[src/logic/pam_pkg.sv]
// package for the port A direction and upper function-select block
// assumes one system clock and an APB register bus with 32-bit data
package pam_pkg;

	localparam int PIN_COUNT = 16;

	// register byte offsets
	localparam logic [11:0] DIR_OFFSET = 12'h000;
	localparam logic [11:0] FUNC_OFFSET = 12'h004;
	localparam logic [11:0] LEVEL_OFFSET = 12'h008;

	// reset values
	localparam logic [15:0] DIR_RESET = 16'h0000;
	localparam logic [15:0] FUNC_RESET = 16'h0000;

	// writable bits of the function-select register; bits 15, 11, 7, 3 stay zero
	localparam logic [15:0] FUNC_WRITE_MASK = 16'h7777;

	// field positions of the function-select register
	localparam int FIELD_PIN15_LSB = 12;
	localparam int FIELD_PIN14_LSB = 8;
	localparam int FIELD_PIN13_LSB = 4;
	localparam int FIELD_PIN12_LSB = 0;

	// function codes
	localparam logic [2:0] FUNC_GPIO = 3'h0;
	localparam logic [2:0] FUNC_SERIAL = 3'h6;

	// direction bits that act on the reduced-pin package
	localparam logic [15:0] REDUCED_DIR_MASK = 16'h03db;
	localparam logic [15:0] FULL_DIR_MASK = 16'hffff;

	// control of one pin cell
	typedef struct packed {
		logic alt_sel;
		logic alt_out;
		logic alt_drive;
		logic gpio_out;
		logic gpio_dir;
	} pam_pin_ctl_t;

	// one APB request as seen by the slave
	typedef struct packed {
		logic sel;
		logic enable;
		logic write;
		logic [11:0] addr;
		logic [31:0] wdata;
		logic [3:0] strb;
	} pam_apb_req_t;

endpackage

[src/logic/pam_pin_cell.sv]
// one port A pin: input synchroniser with agree filter and registered output driver
// assumes pin_in is asynchronous to clock; pin_oe_n low means the pin is driven
`timescale 1ns/1ps
`default_nettype none

module pam_pin_cell (
	input wire logic clock,
	input wire logic rst,
	input wire logic pin_in,
	input wire pam_pkg::pam_pin_ctl_t ctl,
	output logic pin_out,
	output logic pin_oe_n,
	output logic level
);
	import pam_pkg::*;

	logic sync1;
	logic sync2;
	logic sync3;

	always_ff @(posedge clock or posedge rst) begin
		if (rst) begin
			sync1 <= 1'b0;
			sync2 <= 1'b0;
			sync3 <= 1'b0;
		end else begin
			sync1 <= pin_in;
			sync2 <= sync1;
			sync3 <= sync2;
		end
	end

	// a change counts once the second and third stage agree
	always_ff @(posedge clock or posedge rst) begin
		if (rst) begin
			level <= 1'b0;
		end else if (sync2 == sync3) begin
			level <= sync3;
		end
	end

	always_ff @(posedge clock or posedge rst) begin
		if (rst) begin
			pin_out <= 1'b0;
			pin_oe_n <= 1'b1;
		end else if (ctl.alt_sel) begin
			pin_out <= ctl.alt_out;
			pin_oe_n <= ~ctl.alt_drive;
		end else begin
			pin_out <= ctl.gpio_out;
			pin_oe_n <= ~ctl.gpio_dir;
		end
	end

endmodule

`default_nettype wire

[src/logic/pam_port_a.sv]
// How it works
// - direction bit 1 drives pin, 0 inputs
// - 16-bit read/write direction register, bit per pin
// - direction ignored while pin routed elsewhere
// - reduced package ignores direction bits 15-10,5,2
// - direction register resets to all zeros
// - 16-bit read/write function-select register
// - reserved bits 15,11,7,3 read zero
// - pin 15: 000 GPIO, 110 serial1 transmit
// - pin 14: 000 GPIO, 110 serial1 receive
// - pin 13: 000 GPIO, 110 serial1 clock
// - pin 12: 000 GPIO, 110 serial0 clock
//
// port A direction and upper function-select block, APB slave
// assumes the GPIO data register and serial units sit on the same clock
//
// The address map and the APB register port were left to the implementer.
`timescale 1ns/1ps
`default_nettype none

module pam_port_a #(
	parameter int ADDR_W = 12,
	parameter bit REDUCED_PKG = 1'b0
) (
	input wire logic CLOCK,
	input wire logic RST,
	input wire logic PSEL,
	input wire logic PENABLE,
	input wire logic PWRITE,
	input wire logic [ADDR_W-1:0] PADDR,
	input wire logic [31:0] PWDATA,
	input wire logic [3:0] PSTRB,
	output logic [31:0] PRDATA,
	output logic PREADY,
	output logic PSLVERR,
	input wire logic [pam_pkg::PIN_COUNT-1:0] PIN_IN,
	output logic [pam_pkg::PIN_COUNT-1:0] PIN_OUT,
	output logic [pam_pkg::PIN_COUNT-1:0] PIN_OE_N,
	input wire logic [pam_pkg::PIN_COUNT-1:0] GPIO_OUT,
	output logic [pam_pkg::PIN_COUNT-1:0] GPIO_IN,
	input wire logic SER1_TX,
	output logic SER1_RX,
	input wire logic SER1_CLK_OUT,
	input wire logic SER1_CLK_DRIVE,
	output logic SER1_CLK_IN,
	input wire logic SER0_CLK_OUT,
	input wire logic SER0_CLK_DRIVE,
	output logic SER0_CLK_IN
);
	import pam_pkg::*;

	if (ADDR_W < 12 || ADDR_W > 32) begin : g_bad_addr
		$error("ADDR_W must lie between 12 and 32");
	end

	localparam logic [15:0] DIR_ACT_MASK = REDUCED_PKG ? REDUCED_DIR_MASK : FULL_DIR_MASK;

	// which register word the current address selects
	typedef enum {
		TGT_NONE,
		TGT_DIR,
		TGT_FUNC,
		TGT_LEVEL
	} pam_target_t;

	pam_target_t target;
	pam_apb_req_t req;
	logic [15:0] porta_pin_direction_reg;
	logic [15:0] porta_upper_func_reg;
	logic [PIN_COUNT-1:0] level;
	logic [PIN_COUNT-1:0] alt_sel;
	logic [PIN_COUNT-1:0] alt_out;
	logic [PIN_COUNT-1:0] alt_drive;
	logic [PIN_COUNT-1:0] dir_eff;
	logic [2:0] pin15_func_field;
	logic [2:0] pin14_func_field;
	logic [2:0] pin13_func_field;
	logic [2:0] pin12_func_field;
	logic addr_hit_dir;
	logic addr_hit_func;
	logic addr_hit_level;
	logic addr_hit;
	logic upper_zero;
	logic setup_phase;
	logic write_now;
	logic [15:0] strb_mask;
	logic [15:0] next_dir;
	logic [15:0] next_func;
	logic [31:0] next_rdata;

	// bus request gathered into one carrier; upper address bits must be zero
	always_comb begin
		req.sel = PSEL;
		req.enable = PENABLE;
		req.write = PWRITE;
		req.addr = PADDR[11:0];
		req.wdata = PWDATA;
		req.strb = PSTRB;
	end

	if (ADDR_W > 12) begin : g_upper
		assign upper_zero = (PADDR[ADDR_W-1:12] == '0);
	end else begin : g_no_upper
		assign upper_zero = 1'b1;
	end

	// address decode; anything outside the three words is unmapped
	always_comb begin
		target = TGT_NONE;
		if (upper_zero) begin
			case (req.addr)
				DIR_OFFSET: begin
					target = TGT_DIR;
				end
				FUNC_OFFSET: begin
					target = TGT_FUNC;
				end
				LEVEL_OFFSET: begin
					target = TGT_LEVEL;
				end
				default: begin
					target = TGT_NONE;
				end
			endcase
		end
	end

	assign addr_hit_dir = (target == TGT_DIR);
	assign addr_hit_func = (target == TGT_FUNC);
	assign addr_hit_level = (target == TGT_LEVEL);
	assign addr_hit = addr_hit_dir || addr_hit_func || addr_hit_level;
	assign setup_phase = req.sel && !req.enable;

	// a write takes effect on the access edge where the slave is ready
	assign write_now = req.sel && req.enable && PREADY && req.write;
	assign strb_mask = {{8{req.strb[1]}}, {8{req.strb[0]}}};

	// field views of the function-select register
	assign pin15_func_field = porta_upper_func_reg[FIELD_PIN15_LSB +: 3];
	assign pin14_func_field = porta_upper_func_reg[FIELD_PIN14_LSB +: 3];
	assign pin13_func_field = porta_upper_func_reg[FIELD_PIN13_LSB +: 3];
	assign pin12_func_field = porta_upper_func_reg[FIELD_PIN12_LSB +: 3];

	// next direction value under byte strobes
	always_comb begin
		next_dir = porta_pin_direction_reg;
		if (write_now && addr_hit_dir) begin
			next_dir = (req.wdata[15:0] & strb_mask) | (porta_pin_direction_reg & ~strb_mask);
		end
	end

	// next function-select value under byte strobes; reserved bits never stored
	always_comb begin
		next_func = porta_upper_func_reg;
		if (write_now && addr_hit_func) begin
			next_func = (req.wdata[15:0] & strb_mask) | (porta_upper_func_reg & ~strb_mask);
			next_func = next_func & FUNC_WRITE_MASK;
		end
	end

	// direction register: all pins inputs after reset
	always_ff @(posedge CLOCK or posedge RST) begin
		if (RST) begin
			porta_pin_direction_reg <= DIR_RESET;
		end else begin
			porta_pin_direction_reg <= next_dir;
		end
	end

	// function-select register: every field at GPIO after reset
	always_ff @(posedge CLOCK or posedge RST) begin
		if (RST) begin
			porta_upper_func_reg <= FUNC_RESET;
		end else begin
			porta_upper_func_reg <= next_func;
		end
	end

	// read data for the setup phase, answered one cycle later
	always_comb begin
		next_rdata = 32'h0000_0000;
		case (target)
			TGT_DIR: begin
				next_rdata = {16'h0000, porta_pin_direction_reg};
			end
			TGT_FUNC: begin
				next_rdata = {16'h0000, porta_upper_func_reg & FUNC_WRITE_MASK};
			end
			TGT_LEVEL: begin
				next_rdata = {16'h0000, level};
			end
			default: begin
				next_rdata = 32'h0000_0000;
			end
		endcase
	end

	// slave answers with one wait-free access phase: ready in the first access cycle
	always_ff @(posedge CLOCK or posedge RST) begin
		if (RST) begin
			PREADY <= 1'b0;
		end else begin
			PREADY <= setup_phase;
		end
	end

	always_ff @(posedge CLOCK or posedge RST) begin
		if (RST) begin
			PSLVERR <= 1'b0;
		end else if (setup_phase) begin
			PSLVERR <= !addr_hit || (req.write && addr_hit_level);
		end else begin
			PSLVERR <= 1'b0;
		end
	end

	always_ff @(posedge CLOCK or posedge RST) begin
		if (RST) begin
			PRDATA <= 32'h0000_0000;
		end else if (setup_phase && !req.write) begin
			PRDATA <= next_rdata;
		end else if (!req.sel) begin
			PRDATA <= 32'h0000_0000;
		end
	end

	// routing of pins 15 to 12; other codes leave the pin at GPIO
	always_comb begin
		alt_sel = '0;
		alt_out = '0;
		alt_drive = '0;
		// pin 15: transmit data, always driven while routed
		case (pin15_func_field)
			FUNC_GPIO: begin
				alt_sel[15] = 1'b0;
			end
			FUNC_SERIAL: begin
				alt_sel[15] = 1'b1;
				alt_out[15] = SER1_TX;
				alt_drive[15] = 1'b1;
			end
			default: begin
				alt_sel[15] = 1'b0;
			end
		endcase

		// pin 14: receive data, never driven while routed
		case (pin14_func_field)
			FUNC_GPIO: begin
				alt_sel[14] = 1'b0;
			end
			FUNC_SERIAL: begin
				alt_sel[14] = 1'b1;
				alt_drive[14] = 1'b0;
			end
			default: begin
				alt_sel[14] = 1'b0;
			end
		endcase

		// pin 13: serial1 clock, driven only when the serial unit asks
		case (pin13_func_field)
			FUNC_GPIO: begin
				alt_sel[13] = 1'b0;
			end
			FUNC_SERIAL: begin
				alt_sel[13] = 1'b1;
				alt_out[13] = SER1_CLK_OUT;
				alt_drive[13] = SER1_CLK_DRIVE;
			end
			default: begin
				alt_sel[13] = 1'b0;
			end
		endcase

		// pin 12: serial0 clock, driven only when the serial unit asks
		case (pin12_func_field)
			FUNC_GPIO: begin
				alt_sel[12] = 1'b0;
			end
			FUNC_SERIAL: begin
				alt_sel[12] = 1'b1;
				alt_out[12] = SER0_CLK_OUT;
				alt_drive[12] = SER0_CLK_DRIVE;
			end
			default: begin
				alt_sel[12] = 1'b0;
			end
		endcase
	end

	// effective direction: masked on the reduced package and while routed away
	assign dir_eff = porta_pin_direction_reg & DIR_ACT_MASK & ~alt_sel;

	for (genvar n = 0; n < PIN_COUNT; n++) begin : g_pin
		pam_pin_ctl_t ctl;
		always_comb begin
			ctl.alt_sel = alt_sel[n];
			ctl.alt_out = alt_out[n];
			ctl.alt_drive = alt_drive[n];
			ctl.gpio_out = GPIO_OUT[n];
			ctl.gpio_dir = dir_eff[n];
		end
		pam_pin_cell u_cell (
			.clock(CLOCK),
			.rst(RST),
			.pin_in(PIN_IN[n]),
			.ctl(ctl),
			.pin_out(PIN_OUT[n]),
			.pin_oe_n(PIN_OE_N[n]),
			.level(level[n])
		);
	end

	// filtered pin levels toward the GPIO data register
	always_ff @(posedge CLOCK or posedge RST) begin
		if (RST) begin
			GPIO_IN <= '0;
		end else begin
			GPIO_IN <= level;
		end
	end

	// serial inputs see the pin only while routed; idle values otherwise
	always_ff @(posedge CLOCK or posedge RST) begin
		if (RST) begin
			SER1_RX <= 1'b1;
		end else begin
			SER1_RX <= alt_sel[14] ? level[14] : 1'b1;
		end
	end

	always_ff @(posedge CLOCK or posedge RST) begin
		if (RST) begin
			SER1_CLK_IN <= 1'b0;
		end else begin
			SER1_CLK_IN <= alt_sel[13] ? level[13] : 1'b0;
		end
	end

	always_ff @(posedge CLOCK or posedge RST) begin
		if (RST) begin
			SER0_CLK_IN <= 1'b0;
		end else begin
			SER0_CLK_IN <= alt_sel[12] ? level[12] : 1'b0;
		end
	end

endmodule

`default_nettype wire

[config.mk]
export PLATFORM = sky130hd
export DESIGN_NAME = pam_port_a
export DESIGN_NICKNAME = d
export VERILOG_FILES = /design/src/logic/pam_pkg.sv /design/src/logic/pam_pin_cell.sv /design/src/logic/pam_port_a.sv
export SDC_FILE = /design/constraint.sdc
export NUM_CORES = 1
export LEC_CHECK = 0
export BUFFER_PORTS_ARGS = -buffer_cell sky130_fd_sc_hd__buf_2
export CORE_MARGIN = 5
export CORE_UTILIZATION = 38
export DETAILED_ROUTE_END_ITERATION = 12
export PLACE_DENSITY_LB_ADDON = 0.25
export SLEW_MARGIN = 20
export SYNTH_ARGS = -nofsm -noshare
export SYNTH_HDL_FRONTEND = slang
export SYNTH_SLANG_ARGS = --single-unit
[constraint.sdc]
create_clock -name CLOCK -period 6.3 [get_ports CLOCK]
set_clock_uncertainty 0.1 [all_clocks]
set_input_delay 0.315 -clock CLOCK [delete_from_list [all_inputs] [get_ports CLOCK]]
set_output_delay 0.315 -clock CLOCK [all_outputs]
set_load 0.01 [all_outputs]
==> impl_metrics.env, run 1 <==
export IMPL_grt_max_degree=89
export IMPL_regToRegStartpoint="PREADY"
export IMPL_post_cts_buffers=0
export IMPL_syn_to_final_growth_pct=26.95
export IMPL_clockRootBuffer="clkbuf_16"
export IMPL_wl_per_cell_um=15.84
export IMPL_rows=44
export IMPL_ios=175
export IMPL_fin_util_pct=49.11
export IMPL_antenna_found_initial=1
export IMPL_critPathArrivalTime_ns=2.86
export IMPL_max_slew_margin_pct=40.31
export IMPL_cts_resized=0
export IMPL_crit_fanout=18
export IMPL_min_to="g_pin[15].u_cell.pin_out"
export IMPL_finalNetCount=612
export IMPL_grt_pass1_wl_um=18370
export IMPL_p_leak_uw=0.003410
export IMPL_start_util_pct=38.69
export IMPL_diodes=0
export IMPL_drc=0
export IMPL_outcome="finished clean"
export IMPL_setup_viol_count_final=0
export IMPL_netlist_instances=369
export IMPL_io_buffers=140
export IMPL_first_iter_violations=215
export IMPL_cts_tree="built"
export IMPL_ctsHoldBuffers=33
export IMPL_startpoint="PADDR[11]"
export IMPL_dp_cells=650
export IMPL_yosysUniqueCellTypes=32
export IMPL_wirelength_um=11330
export IMPL_netlist_area_um2=5623
export IMPL_hpwlAfterDp_um=7548
export IMPL_ir_drop_mv=0.1868
export IMPL_finalSetupTns_ns=0
export IMPL_h_tree_depth=4
export IMPL_synth_seq_area_share_pct=72.03
export IMPL_r2r_slack_ns=4.63
export IMPL_reg2reg_depth=3
export IMPL_hp_start="SER1_TX"
export IMPL_design_area_um2=7138
export IMPL_end_kind="register"
export IMPL_placed_area_um2=6183
export IMPL_n_fill_cell=1284
export IMPL_path_clk_slew_ns=0.06
export IMPL_grt_overflow_total=0
export IMPL_final_cells=715
export IMPL_die_w_um=131.6
export IMPL_clk_path_buf_depth=2
export IMPL_min_path_type="in2reg"
export IMPL_grt_setup_unrepaired="false"
export IMPL_die_area_um2=17330
export IMPL_hold_depth=2
export IMPL_max_freq_ghz=0.3759
export IMPL_post_route_min_period_ns=2.660
export IMPL_grt_usage_pct=13.53
export IMPL_drv_slew=0
export IMPL_coreArea_um2=14530
export IMPL_numCtsBuffers=17
export IMPL_grt_pass1_vias=3476
export IMPL_ant_nets=0
export IMPL_gp_congestion=0.7451
export IMPL_period_share_pct=42.22
export IMPL_power_total_uw=2266
export IMPL_cp_required_ns=6.50
export IMPL_dr_total_vias=3200
export IMPL_crit_type="in2reg"
export IMPL_max_cap_violations=0
export IMPL_drive_above_1_share_pct=42.56
export IMPL_cts_sinks=161
export IMPL_vias_per_cell=4.476
export IMPL_yosys_warnings=0
export IMPL_drtPass1Iterations=7
export IMPL_worst_slew_pin_slew_ns=0.8953
export IMPL_hold_viol=0
export IMPL_die_h_um=131.6
export IMPL_insertion_delay_ns=0.42
export IMPL_synth_seq_cells=161
export IMPL_avgSynthCellArea_um2=15.24
export IMPL_p_per_area_nw_per_um2=317.4
export IMPL_cp_start_kind="input port"
## worst max-delay path: stages
cell and delay (ns):
buf_2 0.10, nor4_1 0.36, nand3_1 0.16, nor2_1 0.18, ha_1 0.76, and3_1 0.58
mux2_2 0.39
## through the flow
| stage | setup WS [ns] | hold slack (ns) |
|---|---|---|
| after floorplan | 1.565 | 0.2312 |
| after global placement | 3.244 | 0.2321 |
| after detailed placement | 3.202 | 0.2347 |
| after CTS | 3.650 | 0.01313 |
| after global routing | 3.456 | 0.009987 |
| final | 3.640 | 0.03315 |
## metal layers
layer | vias to the layer above | share of wire, % | track usage (%)
met5 | - | 0.062 | 0
met4 | 2 | 1.1 | 4.343
met3 | 9 | 7.9 | 6.040
met2 | 115 | 48 | 20.71
met1 | 1582 | 43 | 17.32
li1 | 1492 | - | -
## cell usage after synthesis, drive strengths merged
cell type,n,area share (%)
dfrtp,144,64
nand4,1,0.11
conb,1,0.067
and3,4,0.44
mux2i,3,0.53
inv,17,1.1
maj3,16,2.8
and2,1,0.11
a22oi,4,0.53
o21ai,16,1.6
ha,4,0.89
dfstp,17,7.9
nor4,2,0.22
a222oi,12,2.1
o21a,1,0.13
or3,1,0.11
nand2b,1,0.24
nand3b,3,0.40
clkbuf,4,0.27
buf,56,7.7
nand2,18,1.2
nand3,1,0.089
mux2,31,6.2
xor2,1,0.16
or2,2,0.22
and4,1,0.20
nor2,7,0.47
## cell families (layout without fill, tap and decap cells)
| family | after synthesis | in the layout | synth area share, % |
|---|---|---|---|
| compound gates | 33 | 33 | 4.362 |
| mux | 34 | 34 | 6.742 |
| buf+inv | 77 | 224 | 9.079 |
| fa+ha+maj | 20 | 20 | 3.738 |
| flops | 161 | 161 | 72.03 |
| simple gates | 42 | 42 | 3.827 |
| other cells | 1 | 16 | 0.06669 |
| xor+xnor | 1 | 1 | 0.1558 |
## placed cells by master (no fill, tap or decap), drive strengths merged, types with 3 or more instances in the layout
master,Yosys,routed
mux2i,3,3
dfstp,17,17
clkinv,0,5
clkbuf,4,21
nand3b,3,3
nor2,7,7
maj3,16,16
buf,56,142
a22oi,4,4
ha,4,4
dfrtp,144,144
a222oi,12,12
inv,17,18
dlygate4sd3,0,33
mux2,31,31
conb,1,16
nand2,18,18
bufinv,0,3
o21ai,16,16
and3,4,4
## report_power, final
part           internal (uW)  switching [uW]  total, uW
registers               1080            19.7       1100
logic                   49.5            55.2        105
clock network            658             406       1060
## how the worst max path moves through the flow
stage,slack (ns),to
floorplan,1.56,GPIO_IN[0]
CTS,3.65,register
global route,3.46,register
detailed placement,3.20,register
global placement,3.24,register
finish,3.64,register
## area by class of cell
| type | count | area [um^2] | area share, % |
|---|---|---|---|
| flip-flops and latches | 161 | 4050 | 56.74 |
| multi-input cells | 146 | 1119 | 15.67 |
| repair buffers | 175 | 1046 | 14.65 |
| clock buffers | 21 | 470.5 | 6.591 |
| well taps | 184 | 230.2 | 3.225 |
| clock inverters | 11 | 153.9 | 2.156 |
| inverters | 17 | 68.82 | 0.9641 |
(Power assumes the default switching activity.)
==> inputs of run 2 (changes only) <==
==> constraint.sdc (replaced) <==
create_clock -name CLOCK -period 2.3 [get_ports CLOCK]
set_clock_uncertainty 0.1 [all_clocks]
set_input_delay 0.115 -clock CLOCK [delete_from_list [all_inputs] [get_ports CLOCK]]
set_output_delay 0.115 -clock CLOCK [all_outputs]
set_load 0.01 [all_outputs]
==> run 2 against run 1 <==
Setup slack lost 3.2 ns. Die area is the same. Sequential cell count is the same. Largest power group unchanged.
==> impl_metrics.env, run 2 (same netlist as run 1, synthesis figures left out) <==
export IMPL_cts_resized=0
export IMPL_ir_drop_mv=0.4628
export IMPL_gp_congestion=0.7390
export IMPL_ios=175
export IMPL_finalNetCount=652
export IMPL_coreArea_um2=14530
export IMPL_die_w_um=131.6
export IMPL_insertion_delay_ns=0.42
export IMPL_ant_nets=0
export IMPL_clk_path_buf_depth=2
export IMPL_finalSetupTns_ns=0
export IMPL_io_buffers=140
export IMPL_reg2reg_depth=3
export IMPL_path_cells="buf_2, nor4_1, nand4_1, inv_1, ha_1, and3_1, mux2_2"
export IMPL_p_per_area_nw_per_um2=793.0
export IMPL_critPathArrivalTime_ns=2.01
export IMPL_grt_max_degree=55
export IMPL_vias_per_cell=4.456
export IMPL_end_kind="register"
export IMPL_hold_viol=0
export IMPL_drtPass1Iterations=5
export IMPL_layout_common_cells="dfrtp_1, buf_2, dlygate4sd3_1, mux2_2, nand2_1"
export IMPL_hp_start="PSTRB[1]"
export IMPL_h_tree_depth=4
export IMPL_syn_to_final_growth_pct=33.04
export IMPL_outcome="finished clean"
export IMPL_grt_usage_pct=14.61
export IMPL_r2r_end="g_pin[13].u_cell.pin_out"
export IMPL_setup_viol_count_final=0
export IMPL_start_util_pct=38.69
export IMPL_r2r_slack_ns=0.50
export IMPL_cp_required_ns=2.50
export IMPL_hpwlAfterDp_um=8183
export IMPL_grt_pass1_vias=3705
export IMPL_slowest_stage="and3_1"
export IMPL_hold_depth=4
export IMPL_dr_total_vias=3364
export IMPL_path_clk_slew_ns=0.06
export IMPL_cp_start_kind="input port"
export IMPL_drive_above_1_share_pct=42.38
export IMPL_max_cap_violations=0
export IMPL_max_freq_ghz=0.5507
export IMPL_numCtsBuffers=17
export IMPL_wirelength_um=11960
export IMPL_slowest_delay_ns=0.40
export IMPL_wl_per_cell_um=15.85
export IMPL_crit_type="in2reg"
export IMPL_grt_setup_unrepaired="false"
export IMPL_cts_tree="built"
export IMPL_min_path_type="in2reg"
export IMPL_worst_slew_pin_slew_ns=0.7030
export IMPL_rows=44
export IMPL_die_area_um2=17330
export IMPL_hold_worst_slack_ns=0.1760
export IMPL_grt_pass1_wl_um=19760
export IMPL_grt_overflow_total=0
export IMPL_p_leak_uw=0.003565
export IMPL_crit_fanout=6
export IMPL_drv_slew=0
export IMPL_drc=0
export IMPL_clockRootBuffer="clkbuf_16"
export IMPL_post_route_min_period_ns=1.816
export IMPL_antenna_found_initial=0
export IMPL_diodes=0
export IMPL_die_h_um=131.6
export IMPL_period_share_pct=78.95
export IMPL_first_iter_violations=261
export IMPL_max_slew_margin_pct=53.13
export IMPL_layout_commonest_cell="dfrtp_1"
export IMPL_cts_sinks=161
export IMPL_n_fill_cell=1264
## run 2: how the worst max path moves through the flow
stage	startpoint	cells past startpoint	slack, ns	end
after detailed placement	PADDR[11]	7	0.008	register
after floorplan	RST	1	0.06	GPIO_IN[0]
after global routing	PADDR[7]	7	0.30	register
after CTS	PADDR[11]	7	0.46	register
after global placement	PADDR[7]	7	0.06	register
final	PADDR[11]	7	0.48	register
## run 2: layer usage
metal / vias to the layer above / global-route usage [%] / part of all wire, %
li1: 1570 / - / -
met1: 1648 / 18.84 / 44
met2: 124 / 22.23 / 47
met3: 22 / 5.199 / 6.9
met4: 0 / 6.629 / 2.1
met5: - / 0 / 0
## run 2: worst max-delay path, delay by kind of cell
| kind | cells | cell delay, ns |
|---|---|---|
| adders and majority gates | 1 | 0.26 |
| buffers and inverters | 2 | 0.23 |
| muxes | 1 | 0.38 |
| and+or+nand+nor | 3 | 1.02 |
## run 2: area by class of cell
cell class	count	area [um^2]	area share [%]
clock inverters	13	115.1	1.539
clock buffers	19	442.9	5.921
flip-flops and latches	161	4050	54.14
multi-input cells	146	1119	14.95
well taps	184	230.2	3.077
repair buffers	215	1456	19.47
inverters	17	67.56	0.9032
## run 2: power breakdown
part,internal [uW],leakage (uW),switching (uW),total (uW)
clock network,1510,0.000265,1080,2590
logic,172,0.00133,162,334
registers,2950,0.00197,54.7,3000
## run 2: timing repair
action | 4_1_cts | 5_1_grt
hold buffers | 57 | 0
setup buffers | 0 | 0
endpoints found under the hold margin | 82 | 0
## run 2: per-stage QoR
stage	power, uW	cells	setup WS, ns	util, %	cell area, um^2
floorplan	3196	384	0.05605	-	5683
global placement	3310	666	0.06464	43.71	6352
detailed placement	3320	666	0.007838	43.71	6352
CTS	6036	755	0.4610	51.47	7481
global route	6209	755	0.2967	51.47	7481
finish	5932	755	0.4841	51.47	7481
==> inputs of run 3 (changes only) <==
==> constraint.sdc (replaced) <==
create_clock -name CLOCK -period 1.6 [get_ports CLOCK]
set_clock_uncertainty 0.1 [all_clocks]
set_input_delay 0.08 -clock CLOCK [delete_from_list [all_inputs] [get_ports CLOCK]]
set_output_delay 0.08 -clock CLOCK [all_outputs]
set_load 0.01 [all_outputs]
==> run 3 against run 2 <==
Critical path type unchanged. Clock power increased by 74%. Sequential share of layout area shrank 1.5 points. Register-to-register slack got worse by 0.40 ns. Non-clock buffer count shrank 1. Largest cell class unchanged.
==> impl_metrics.env, run 3 (same netlist as run 1, synthesis figures left out) <==
export IMPL_max_slew_margin_pct=56.64
export IMPL_end_kind="register"
export IMPL_hold_viol=0
export IMPL_final_cells=752
export IMPL_cts_resized=0
export IMPL_p_leak_uw=0.003621
export IMPL_fin_util_pct=52.95
export IMPL_worst_slew_pin_slew_ns=0.6505
export IMPL_finalNetCount=651
export IMPL_clockRootBuffer="clkbuf_16"
export IMPL_worst_slack_ns=0.06883
export IMPL_design_area_um2=7696
export IMPL_cp_required_ns=1.84
export IMPL_ir_drop_mv=0.7111
export IMPL_max_cap_violations=0
export IMPL_drc=0
export IMPL_dr_total_vias=3366
export IMPL_dp_cells=664
export IMPL_wirelength_um=11780
export IMPL_critPathArrivalTime_ns=1.77
export IMPL_die_h_um=131.6
export IMPL_n_fill_cell=1251
export IMPL_hpwlAfterDp_um=7978
export IMPL_p_per_area_nw_per_um2=1210
export IMPL_ios=175
export IMPL_drv_slew=0
export IMPL_grt_max_degree=82
export IMPL_rows=44
export IMPL_setup_viol_count_final=0
export IMPL_drive_above_1_share_pct=44.01
export IMPL_grt_pass1_wl_um=19240
export IMPL_coreArea_um2=14530
export IMPL_outcome="finished clean"
export IMPL_vias_per_cell=4.476
export IMPL_ant_nets=0
export IMPL_drtPass1Iterations=5
export IMPL_die_area_um2=17330
export IMPL_layout_commonest_cell="dfrtp_1"
export IMPL_numCtsBuffers=17
export IMPL_grt_setup_unrepaired="false"
export IMPL_slowest_delay_ns=0.38
export IMPL_io_buffers=140
export IMPL_path_clk_slew_ns=0.06
export IMPL_path_cells="buf_2, nor4_4, nand3_1, or2_4, ha_4, or3_1, buf_4, o21ai_1"
export IMPL_cts_tree="built"
export IMPL_period_share_pct=95.70
export IMPL_multi_input_area_um2=1249
export IMPL_start_util_pct=38.69
export IMPL_gp_congestion=0.7182
export IMPL_crit_fanout=8
export IMPL_syn_to_final_growth_pct=36.87
export IMPL_layout_common_cells="dfrtp_1, buf_2, dlygate4sd3_1, nand2_1"
export IMPL_place_ws_ns=-0.3762
export IMPL_insertion_delay_ns=0.42
export IMPL_slowest_stage="or3_1"
export IMPL_min_path_type="in2reg"
export IMPL_post_route_min_period_ns=1.531
export IMPL_wl_per_cell_um=15.67
export IMPL_crit_type="in2reg"
export IMPL_antenna_found_initial=2
export IMPL_placed_area_um2=6455
export IMPL_grt_pass1_vias=3547
export IMPL_finalSetupTns_ns=0
export IMPL_grt_overflow_total=0
export IMPL_clk_path_buf_depth=2
export IMPL_h_tree_depth=4
export IMPL_regArea_um2=4050
export IMPL_cp_start_kind="input port"
export IMPL_first_iter_violations=221
export IMPL_diodes=0
export IMPL_cts_sinks=161
export IMPL_grt_usage_pct=14.12
export IMPL_die_w_um=131.6
export IMPL_max_freq_ghz=0.6531
[run 3: cell types whose count changed in the layout (fill, tap and decap cells not counted), sizes merged]
cell	previous run	this run
buf	158	157
bufinv	1	6
clkinv	8	3
clkinvlp	5	3
[run 3: final timing paths]
check / to / depth (start not counted) / from / slack, ns
worst max-delay path: PRDATA[10] / 8 / PADDR[8] / 0.07
worst min-delay path: register / 4 / PSTRB[0] / 0.13
worst max register to register: register / 4 / PREADY / 0.10
worst min register to register: g_pin[6].u_cell.sync2 / 0 / g_pin[6].u_cell.sync1 / 0.25
max in group asynchronous: g_pin[11].u_cell.pin_oe_n / 4 / RST / 0.77
min in group asynchronous: g_pin[13].u_cell.pin_out / 4 / RST / 0.26
[run 3: metal layers]
layer	vias up	wire (um)	GRT usage, %
li1	1559	-	-
met1	1656	5388	19.13
met2	133	5403	20.60
met3	14	839	5.657
met4	4	131	5.143
met5	-	21	0
[run 3: power breakdown]
group | internal [uW] | switching [uW] | leakage, uW | total (uW)
Clock | 2980 | 1520 | 0.000321 | 4500
Combinational | 246 | 234 | 0.00133 | 480
Sequential | 4240 | 84.5 | 0.00197 | 4330
[run 3: what timing repair did]
item                                    4_1_cts  5_1_grt
hold buffers                                 57        0
endpoints found under the setup margin        0       13
buffers inserted                              0        1
hold endpoints to repair                    208        0
[run 3: critical path, delay by kind of cell]
family	cells	cell delay [ns]
AND/OR/NAND/NOR	4	1.08
adder cells (fa/ha/maj)	1	0.16
buffers and inverters	2	0.30
AO/OA/AOI/OAI	1	0.15
[run 3: cell type report]
| cell class | count | share of cell area (%) |
|---|---|---|
| clock buffers | 19 | 5.885 |
| clock inverters | 11 | 2.731 |
| inverters | 17 | 0.8779 |
| multi-input cells | 146 | 16.23 |
| flip-flops and latches | 161 | 52.63 |
| well taps | 184 | 2.991 |
| repair buffers | 214 | 18.66 |
[run 3: per-stage QoR]
stage / hold WS (ns) / total power (uW)
6_report: 0.1334 / 9310
5_1_grt: 0.1074 / 9690
4_1_cts: 0.1130 / 9447
3_5_place_dp: 0.08932 / 4781
3_3_place_gp: 0.08730 / 4769
2_1_floorplan: 0.01143 / 4597
